`src/hdl/portb_pkg.sv`:
```
package portb_pkg;

  localparam int          CLK_HZ       = 125000000;
  localparam int          SLOW_CLK_HZ  = 16000;
  localparam int          CORE_SLOW_HZ = 32000;
  localparam int          DIV_W        = 12;
  // half periods, rounded down
  localparam logic [11:0] SLOW_HALF_CYC = 12'(CLK_HZ / (2 * SLOW_CLK_HZ));
  localparam logic [11:0] CORE_SLOW_HALF_CYC =
    12'(CLK_HZ / (2 * CORE_SLOW_HZ));
  localparam logic [11:0] CORE_FAST_HALF_CYC = 12'h002; // fast clock / 4
  localparam logic [11:0] CNT_ONE = 12'h001;

  // register byte offsets
  localparam logic [11:0] OUT_OFS    = 12'h000;
  localparam logic [11:0] IN_OFS     = 12'h004;
  localparam logic [11:0] DIR_OFS    = 12'h008;
  localparam logic [11:0] OD_OFS     = 12'h00C;
  localparam logic [11:0] PU_OFS     = 12'h010;
  localparam logic [11:0] ANA_OFS    = 12'h014;
  localparam logic [11:0] FUNC_OFS   = 12'h018;
  localparam logic [11:0] LINE_OFS   = 12'h01C;

  // function control bits
  localparam int FN_PWM0 = 0;
  localparam int FN_PWM1 = 1;
  localparam int FN_SLOW = 2;
  localparam int FN_CORE = 3;
  localparam int FN_CSEL = 4;
  localparam int FN_SYNC = 5;
  localparam int FN_TX   = 6;
  localparam int FN_RX   = 7;
  // line value bits
  localparam int LN_0 = 0;
  localparam int LN_1 = 1;
  // pin positions
  localparam int PIN_PWM0  = 0;
  localparam int PIN_PWM1  = 1;
  localparam int PIN_CORE  = 2;
  localparam int PIN_SLOW  = 3;
  localparam int PIN_LINE0 = 4;
  localparam int PIN_LINE1 = 5;
  localparam int PIN_TX    = 6;
  localparam int PIN_RX    = 7;

  localparam logic [7:0] BYTE_ZERO = 8'h00;
  localparam logic [7:0] BYTE_ONES = 8'hFF;
  localparam logic [7:0] PU_RST    = 8'hFF;
  localparam logic [7:0] PU_EN_RST = 8'hFD; // pin 1 pulled down in reset

  typedef struct packed {
    logic [7:0]       out;
    logic [7:0]       dir;
    logic [7:0]       od;
    logic [7:0]       pu;
    logic [7:0]       ana;
    logic [7:0]       func;
    logic [7:0]       line;
    logic [7:0]       pin_s1;
    logic [7:0]       pin_s2;
    logic             por_s1;
    logic             por_s2;
    logic [DIV_W-1:0] slow_cnt;
    logic [DIV_W-1:0] core_cnt;
    logic             slow_clk;
    logic             core_clk;
    logic [7:0]       pad_out;
    logic [7:0]       pad_oe_n;
    logic [7:0]       pullup_en;
    logic [7:0]       input_buf_en;
    logic [7:0]       analog_en;
    logic             pulldown1;
    logic             rx_data;
    logic             line0_in;
    logic             line1_in;
    logic [31:0]      prdata;
  } port_state_s;

endpackage

```
`src/hdl/portb_io.sv`:
```
`timescale 1ns/100ps
`default_nettype none
module portb_io
  import portb_pkg::*;
(
  input  wire logic        pclk,
  input  wire logic        presetn,
  input  wire logic        psel,
  input  wire logic        penable,
  input  wire logic        pwrite,
  input  wire logic [11:0] paddr,
  input  wire logic [31:0] pwdata,
  output logic [31:0]      prdata,
  output logic             pready,
  output logic             pslverr,
  input  wire logic [7:0]  pad_in,
  output logic [7:0]       pad_out,
  output logic [7:0]       pad_oe_n,
  output logic [7:0]       pad_pullup_en,
  output logic             pad1_pulldown_en,
  output logic [7:0]       pad_input_buf_en,
  output logic [7:0]       pad_analog_en,
  input  wire logic        por_active,
  input  wire logic        pwm0_out,
  input  wire logic        pwm1_out,
  input  wire logic        async_tx_data,
  output logic             async_rx_data,
  input  wire logic        sync_line0_is_output,
  input  wire logic        sync_line1_is_output,
  output logic             sync_line0_in,
  output logic             sync_line1_in
);

  port_state_s state_ff;
  port_state_s nxt_state;

  // true for the eight word-aligned register slots
  function automatic logic addr_ok(input logic [11:0] a);
    addr_ok = (a <= LINE_OFS) && (a[1:0] == 2'h0);
  endfunction

  // divider wrap test, tolerant of a limit that shrinks mid-count
  function automatic logic div_wrap(input logic [DIV_W-1:0] cnt,
                                    input logic [DIV_W-1:0] half);
    div_wrap = (cnt >= half - CNT_ONE);
  endfunction

  // next-state logic: bus, dividers, synchronisers and pin mux
  always_comb begin
    logic [7:0]       fn_on;
    logic [7:0]       fn_dat;
    logic [7:0]       fn_dir;
    logic [7:0]       fn_od;
    logic [7:0]       e_dir;
    logic [7:0]       e_dat;
    logic [7:0]       e_od;
    logic [7:0]       drive;
    logic [DIV_W-1:0] core_half;
    logic [31:0]      rd;
    fn_on     = BYTE_ZERO;
    fn_dat    = BYTE_ZERO;
    fn_dir    = BYTE_ZERO;
    fn_od     = BYTE_ZERO;
    e_dir     = BYTE_ZERO;
    e_dat     = BYTE_ZERO;
    e_od      = BYTE_ZERO;
    drive     = BYTE_ZERO;
    core_half = CORE_FAST_HALF_CYC;
    rd        = 32'h0000_0000;
    nxt_state = state_ff;

    // two-flop synchronisers for pins and power-on reset
    nxt_state.pin_s1 = pad_in;
    nxt_state.pin_s2 = state_ff.pin_s1;
    nxt_state.por_s1 = por_active;
    nxt_state.por_s2 = state_ff.por_s1;

    // 16 kHz square wave
    if (div_wrap(state_ff.slow_cnt, SLOW_HALF_CYC)) begin
      nxt_state.slow_cnt = '0;
      nxt_state.slow_clk = ~state_ff.slow_clk;
    end else begin
      nxt_state.slow_cnt = state_ff.slow_cnt + CNT_ONE;
    end

    // core clock image: fast/4 or 32 kHz per select
    if (state_ff.func[FN_CSEL]) begin
      core_half = CORE_SLOW_HALF_CYC;
    end
    if (div_wrap(state_ff.core_cnt, core_half)) begin
      nxt_state.core_cnt = '0;
      nxt_state.core_clk = ~state_ff.core_clk;
    end else begin
      nxt_state.core_cnt = state_ff.core_cnt + CNT_ONE;
    end

    // register writes take effect in the access phase
    if (psel && penable && pwrite && addr_ok(paddr)) begin
      case (paddr)
        OUT_OFS:  nxt_state.out  = pwdata[7:0];
        DIR_OFS:  nxt_state.dir  = pwdata[7:0];
        OD_OFS:   nxt_state.od   = pwdata[7:0];
        PU_OFS:   nxt_state.pu   = pwdata[7:0];
        ANA_OFS:  nxt_state.ana  = pwdata[7:0];
        FUNC_OFS: nxt_state.func = pwdata[7:0];
        LINE_OFS: nxt_state.line = pwdata[7:0];
        default:  nxt_state.out  = state_ff.out; // input is read-only
      endcase
    end

    // read data is captured in the setup phase
    case (paddr)
      OUT_OFS:  rd[7:0] = state_ff.out;
      IN_OFS:   rd[7:0] = state_ff.pin_s2 & ~state_ff.ana;
      DIR_OFS:  rd[7:0] = state_ff.dir;
      OD_OFS:   rd[7:0] = state_ff.od;
      PU_OFS:   rd[7:0] = state_ff.pu;
      ANA_OFS:  rd[7:0] = state_ff.ana;
      FUNC_OFS: rd[7:0] = state_ff.func;
      LINE_OFS: rd[7:0] = state_ff.line;
      default:  rd      = 32'h0000_0000;
    endcase
    if (psel && !penable && !pwrite) begin
      nxt_state.prdata = rd;
    end

    // peripheral function overlay, per pin
    fn_on[PIN_PWM0]   = state_ff.func[FN_PWM0];
    fn_dat[PIN_PWM0]  = pwm0_out;
    fn_dir[PIN_PWM0]  = state_ff.dir[PIN_PWM0];
    fn_od[PIN_PWM0]   = state_ff.od[PIN_PWM0];
    fn_on[PIN_PWM1]   = state_ff.func[FN_PWM1];
    fn_dat[PIN_PWM1]  = pwm1_out;
    fn_dir[PIN_PWM1]  = state_ff.dir[PIN_PWM1];
    fn_od[PIN_PWM1]   = state_ff.od[PIN_PWM1];
    fn_on[PIN_CORE]   = state_ff.func[FN_CORE];
    fn_dat[PIN_CORE]  = state_ff.core_clk;
    fn_dir[PIN_CORE]  = state_ff.dir[PIN_CORE];
    fn_od[PIN_CORE]   = state_ff.od[PIN_CORE];
    fn_on[PIN_SLOW]   = state_ff.func[FN_SLOW];
    fn_dat[PIN_SLOW]  = state_ff.slow_clk;
    fn_dir[PIN_SLOW]  = state_ff.dir[PIN_SLOW];
    fn_od[PIN_SLOW]   = state_ff.od[PIN_SLOW];
    fn_on[PIN_LINE0]  = state_ff.func[FN_SYNC];
    fn_dat[PIN_LINE0] = state_ff.line[LN_0];
    fn_dir[PIN_LINE0] = sync_line0_is_output;
    fn_od[PIN_LINE0]  = 1'b1;
    fn_on[PIN_LINE1]  = state_ff.func[FN_SYNC];
    fn_dat[PIN_LINE1] = state_ff.line[LN_1];
    fn_dir[PIN_LINE1] = sync_line1_is_output;
    fn_od[PIN_LINE1]  = 1'b1;
    fn_on[PIN_TX]     = state_ff.func[FN_TX];
    fn_dat[PIN_TX]    = async_tx_data;
    fn_dir[PIN_TX]    = 1'b1;
    fn_od[PIN_TX]     = state_ff.od[PIN_TX];
    fn_on[PIN_RX]     = state_ff.func[FN_RX];
    fn_dat[PIN_RX]    = 1'b0;
    fn_dir[PIN_RX]    = 1'b0;
    fn_od[PIN_RX]     = state_ff.od[PIN_RX];

    // function beats digital set-up, analog beats both
    e_dir = (fn_on & fn_dir) | (~fn_on & state_ff.dir);
    e_dat = (fn_on & fn_dat) | (~fn_on & state_ff.out);
    e_od  = (fn_on & fn_od) | (~fn_on & state_ff.od);
    drive = e_dir & ~(e_od & e_dat) & ~state_ff.ana;
    nxt_state.pad_oe_n     = ~drive;
    nxt_state.pad_out      = e_dat & ~e_od & ~state_ff.ana;
    nxt_state.pullup_en    = state_ff.pu & ~state_ff.ana
                             & (~e_dir | (e_od & e_dat));
    nxt_state.pulldown1    = state_ff.por_s2;
    if (state_ff.por_s2) begin
      nxt_state.pullup_en[PIN_PWM1] = 1'b0;
    end
    nxt_state.input_buf_en = ~state_ff.ana;
    nxt_state.analog_en    = state_ff.ana;

    // function inputs back to the peripherals
    nxt_state.rx_data  = state_ff.pin_s2[PIN_RX] & state_ff.func[FN_RX]
                         & ~state_ff.ana[PIN_RX];
    nxt_state.line0_in = state_ff.pin_s2[PIN_LINE0];
    nxt_state.line1_in = state_ff.pin_s2[PIN_LINE1];
  end

  // state register, set to its reset values by the port reset
  always_ff @(posedge pclk or negedge presetn) begin
    if (!presetn) begin
      state_ff              <= '0;
      state_ff.pu           <= PU_RST;
      state_ff.por_s1       <= 1'b1;
      state_ff.por_s2       <= 1'b1;
      state_ff.pad_oe_n     <= BYTE_ONES;
      state_ff.pullup_en    <= PU_EN_RST;
      state_ff.pulldown1    <= 1'b1;
      state_ff.input_buf_en <= BYTE_ONES;
    end else begin
      state_ff <= nxt_state;
    end
  end

  // outputs
  assign prdata           = state_ff.prdata;
  assign pready           = 1'b1;
  assign pslverr          = psel && penable && !addr_ok(paddr);
  assign pad_out          = state_ff.pad_out;
  assign pad_oe_n         = state_ff.pad_oe_n;
  assign pad_pullup_en    = state_ff.pullup_en;
  assign pad1_pulldown_en = state_ff.pulldown1;
  assign pad_input_buf_en = state_ff.input_buf_en;
  assign pad_analog_en    = state_ff.analog_en;
  assign async_rx_data    = state_ff.rx_data;
  assign sync_line0_in    = state_ff.line0_in;
  assign sync_line1_in    = state_ff.line1_in;
endmodule
`default_nettype wire

```
`config.mk`:
```
export PLATFORM = sky130hd
export DESIGN_NAME = portb_io
export DESIGN_NICKNAME = d
export VERILOG_FILES = /design/src/hdl/portb_pkg.sv /design/src/hdl/portb_io.sv
export SDC_FILE = /design/constraint.sdc
export NUM_CORES = 1
export LEC_CHECK = 0
export BUFFER_PORTS_ARGS = -buffer_cell sky130_fd_sc_hd__buf_2
export CAP_MARGIN = 20
export CORE_MARGIN = 3
export CORE_UTILIZATION = 45
export CTS_CLUSTER_SIZE = 30
export DETAILED_ROUTE_END_ITERATION = 7
export PLACE_DENSITY = 0.68
export SLEW_MARGIN = 5
export SYNTH_ARGS = -nofsm -noshare
export SYNTH_HDL_FRONTEND = slang
export SYNTH_SLANG_ARGS = --single-unit
```
`constraint.sdc`:
```
create_clock -name pclk -period 2.9 [get_ports pclk]
set_input_delay 0.87 -clock pclk [delete_from_list [all_inputs] [get_ports pclk]]
set_output_delay 0.87 -clock pclk [all_outputs]
set_load 0.05 [all_outputs]
```
==> After elaboration in Yosys (flattened, before gate mapping) <==
Cells that the tools add are included.
{ "op_classes": {"add_sub_neg": 3, "n_lt_le_gt_ge": 3, "n_eq_ne": 7, "mux": 5, "bitwise": 29, "reduce_logical": 19} }
{ "ops": {"columns": ["cell", "n"], "rows": [
  ["bitwise AND 8 bit", 12],
  ["one-hot mux 8 bit (8 select lines)", 1],
  ["== test 12 x 5 -> 1 bit, second input constant", 4],
  ["inverter 8 bit", 6],
  ["bitwise OR 8 bit", 4],
  ["adder 12 x 1 -> 12 bit, second input constant", 2],
  ["== test 12 x 4 -> 1 bit, second input constant", 2],
  ["2-to-1 mux 12 bit", 2],
  ["bitwise AND 8 x 7 -> 8 bit", 2],
  ["AND reduction 2 bit", 7],
  ["== test 12 x 3 -> 1 bit, second input constant", 1],
  [">= comparator 12 bit", 1],
  [">= comparator 12 bit, second input constant", 1],
  ["less-or-equal comparator 12 x 5 -> 1 bit, second input constant", 1],
  ["logical NOT 12 bit", 1],
  ["subtractor 12 x 1 -> 12 bit, second input constant", 1],
  ["2-to-1 mux 11 bit", 1],
  ["logical AND 1 bit", 7],
  ["logical NOT 1 bit", 3],
  ["inverter 1 bit", 3],
  ["bitwise AND 1 bit", 2],
  ["logical NOT 2 bit", 1],
  ["2-to-1 mux 1 bit", 1]
]} }
{ "word_totals": {"reg_bits": 152, "input_bits": 63, "output_inout_bits": 78, "wordCells": 91} }

==> Longest topological paths before layout <==
{ "depth": {"depth_word": 8, "ltp_mapped": 8, "ltp_nobuf": 7} }

==> Least setup slack after synthesis <==
No wires, ideal clock.
{ "synth_timing": {"path_kind": "input-to-output", "start": "input port paddr[5]", "end": "output port pslverr", "arrival_ns": 1.667, "required_time_ns": 2.030, "path_slack_ns": 0.363, "cell_stages": 3, "path_buffers": 0, "path_cell_list": "nor3_1 nand3_1 and3_1"} }
{ "synth_via": {"elab_chain_len": 4} }
{ "synth_rtl": {"columns": ["element", "line_no", "source"], "rows": [
  ["from (decl)", "portb_io.sv:11", "input wire logic [11:0] paddr,"],
  ["less-or-equal comparator 12 x 5 -> 1 bit", "portb_io.sv:39", "addr_ok = (a <= LINE_OFS) && (a[1:0] == 2'h0);"],
  ["logical AND 1 bit", "portb_io.sv:39", null],
  ["logical NOT 1 bit", "portb_io.sv:203", "assign pslverr = psel && penable && !addr_ok(paddr);"],
  ["logical AND 1 bit", "portb_io.sv:203", null],
  ["to (decl)", "portb_io.sv:15", "output logic pslverr,"]
]} }
Every way passes these cells.

==> Worst setup path in the final report <==
{ "layout_timing": {"start": "input port paddr[1]", "end": "output port pslverr"} }
{ "layout_via": {"elab_chain_len": 4, "elab_cells_between_ends": 5, "cone_classes": "1 x order compare; 4 x reduce/logical"} }
{ "layout_rtl": {"columns": ["element", "line_no"], "rows": [
  ["less-or-equal comparator 12 x 5 -> 1 bit or logical NOT 2 bit (tied branches)", "portb_io.sv:39"],
  ["logical AND 1 bit (*)", "portb_io.sv:39"],
  ["logical NOT 1 bit (*)", "portb_io.sv:203"],
  ["logical AND 1 bit (*)", "portb_io.sv:203"]
]} }
Mark *: on every way between the ends. The rest lies on a longest branch, timed or not.

==> summary.txt <==
Cells and area
  – Final nets: 680
  – Share of cells above drive strength 1: between 40 and 50%
  – Highest-count cells in the layout ignoring fill and taps: dfrtp_1, buf_2, mux2_2
  – Ant. Diodes: 0
  – Most common cell after layout, fill and taps aside: dfrtp_1
  – Non-Filler Instances: 804
  – Final Util: 53.3%
  – Fill cells: approximately 1300
  – Finished Cell Area: 7870 um^2
  – Area growth from synthesis to layout: 14.2%

Worst setup path
  – Startpoint types: primary input
  – Reg2Reg Depth: 8
  – Worst Path Required: 2030 ps
  – Max FO, Critical Path: 3
  – Arr. time, crit path: between 1500 and 2000 ps
  – Worst R2R Setup Slack: 720 ps
  – Worst r2r src: state_ff[132]
  – R2r endpoint: state_ff[76]
  – Crit end category: primary output
  – Critical path class: primary input to primary output

Floorplanning
  – Initial core utilization: between 40% and 50%
  – Row Count: 44
  – Die W: 130 um
  – Core region area: 14800 um^2
  – Die Ht: 130 um
  – Die area: 16800 um^2
  – Io pins: ~140

Global route
  – Largest net degree at the start of global routing: 49
  – Gr usage total: around 18%
  – Initial antenna violation count: 1
  – First-pass GRT wire length: 22400 um
  – Vias in the first global route: between 4000 and 5000
  – Total gr overflow: 0

STA
  – Fmax achieved: about 0.36 GHz
  – Setup Viol. Count Final: 0
  – RSZ-0062 raised after global routing: false
  – Final Hold Viols: 0
  – Fin crit period: between 2000 and 3000 ps
  – Relative slew slack: about 53%
  – Post-Route Skew: 7.91 ps
  – Worst Slack Setup Final: 152 ps
  – Worst-Margin Slew: slightly below 700 ps
  – Tcrit/Tclk final: 94.8%
  – Setup TNS Final: 0 ps
  – Fin. max-slew vios: 0

Synthesis
  – Yosys reg bits: 152
  – Top FF cell, synth: dfrtp_1
  – Post-Syn Instances: 542
  – Post-synth EDFFs: 0
  – Yosys warns: 0
  – Syn_area_per_cell: 12.7 um^2
  – Cell variety after synth: 58
  – Post-synthesis sequential area ratio: a little under three fifths
  – Asr flop ratio synth: 100%
  – Mapped Area: 6900 um^2

Placed design
  – DP Cell Count: 772
  – Final GP Congestion: 0.822
  – Placed Instance Area: 7200 um^2
  – IO Port Bufs: just over 90
  – Hpwl dp: 9890 um
  – Placement Setup Slack: 155 ps

Detailed routing
  – DR WL/cell: 17.5 um
  – Initial drt markers: 215
  – Post-route ant nets: 0
  – Final wirelength: 14100 um
  – Detailed Routing Iterations Pass 1: 5
  – Vias: 4182
  – DRC viols: 0
  – Number of vias per cell: 5.20

Power and ir drop
  – Switch Pwr: 1.02 mW
  – Combinational fraction of design power: 4.9%
  – Clock power frac: 50.8%
  – Switching Fraction: about a fifth
  – Int Pwr: between 3 and 4 mW
  – Highest ir drop seen on vdd: 0.447 mV
  – Leak pwr: 3.79 nW
  – Flop pwr share: 44.3%
  – Cell Pwr Density: between 600 and 700 nW/um^2

Run
  – Max_cap viols: 0

Worst hold path
  – Hold Path Sink: nxt_state[32]
  – Hold Path Class: register to register
  – Hold Crit Start: nxt_state[109]
  – Worst hold path cell count: 0

Clock tree
  – CTS Sinks: between 150 and 200
  – Clock buffer count from CTS: 17
  – Clock root buffer: clkbuf_16
  – CTS Hold Bufs: 0
  – H-Tree Depth: 4
  – Clock latency at the later pin of the worst-skew pair: 420 ps
  – Post-CTS Resized: 0
  – Post-CTS Setup Inserts: 0
  – Clock Tree Buf Depth: 2
  – Clock transition at path regs: 50 ps
  – TritonCTS clock tree: built

Outcome
  – Status: finished clean
-- power groups by stage --
stage	registers (mW)	clock network, mW	logic, mW
6_report	2.15	2.47	0.238
2_1_floorplan	2.19	0	0.149
3_3_place_gp	2.18	0	0.237
3_5_place_dp	2.19	0	0.241
5_1_grt	2.15	2.62	0.260
4_1_cts	2.15	2.52	0.241
-- metrics by stage --
step / power, mW / hold WS [ps]
after global placement: 2.42 / 333
final: 4.85 / 347
after global routing: 5.03 / 362
after floorplan: 2.34 / 331
after CTS: 4.91 / 349
after detailed placement: 2.43 / 336
-- worst max-delay path by stage --
stage	from	end	slack (ps)	cells after the start
floorplan	paddr[5]	pslverr	360	3
finish	paddr[1]	pslverr	150	5
global route	paddr[1]	pslverr	140	5
detailed placement	paddr[1]	pslverr	160	5
global placement	paddr[1]	pslverr	170	5
CTS	paddr[1]	pslverr	160	5
-- state kept, by name, summed over array words and instances, names as in the netlist --
| name | cells |
|---|---|
| state_ff | 80 |
| nxt_state | 20 |
| pad_analog_en | 8 |
| pad_input_buf_en | 8 |
| pad_oe_n | 8 |
| pad_out | 8 |
| pad_pullup_en | 8 |
| prdata | 8 |
| async_rx_data | 1 |
| pad1_pulldown_en | 1 |
| sync_line0_in | 1 |
| sync_line1_in | 1 |
-- logic make-up after synthesis --
kind of cell               after synthesis  synth area share (%)
and+or+nand+nor                        139                  11.5
adders and majority gates               10                  1.81
xor gates and xnor gates                19                  2.41
AOI/OAI and AO/OA                       42                  4.81
buffers and inverters                  100                  9.76
muxes                                   78                  13.9
DFF                                    152                  55.8
other                                    2                 0.109
-- routing by layer --
layer	share of wire, %	GRT usage [%]
met2	51	29.4
met3	5.1	5.03
met5	0.13	0
met1	42	21.7
met4	2.6	7.27
-- synthesized netlist by cell type, types with 5 or more instances --
library cell  instances  area share [%]
nand4_1               5            0.45
ha_1                 10             1.8
nor3b_1               9            0.98
mux4_2                8             2.6
nor2_1               41             2.2
xnor2_1               7            0.89
xor2_1               12             1.5
mux2_2               60             9.8
and3_1                9            0.82
nand3_1              15             1.1
a22o_1                9             1.1
nor3_1                5            0.36
nand2_1              25             1.4
a2bb2oi_1             5            0.64
buf_4                76             8.3
inv_1                16            0.87
a32oi_1               6            0.76
dfstp_2              34              13
mux2i_1              10             1.5
dfrtp_1             118              43
-- cell type report --
class / instances / area, um^2 / share of cell area (%)
multi-input combinational: 313 / 2460 / 31.3
clock buffer: 20 / 447 / 5.67
tap: 184 / 230 / 2.92
sequential: 152 / 3850 / 48.9
timing repair buffer: 106 / 599 / 7.61
clock inverter: 12 / 223 / 2.83
inverter: 17 / 63.8 / 0.811
-- critical path, cell delays in order --
cell and delay, ps:
buf_2 110, nor2_1 330, nand3_1 150, and3_1 210, buf_2 210
Power figures use the tool's default switching activity.
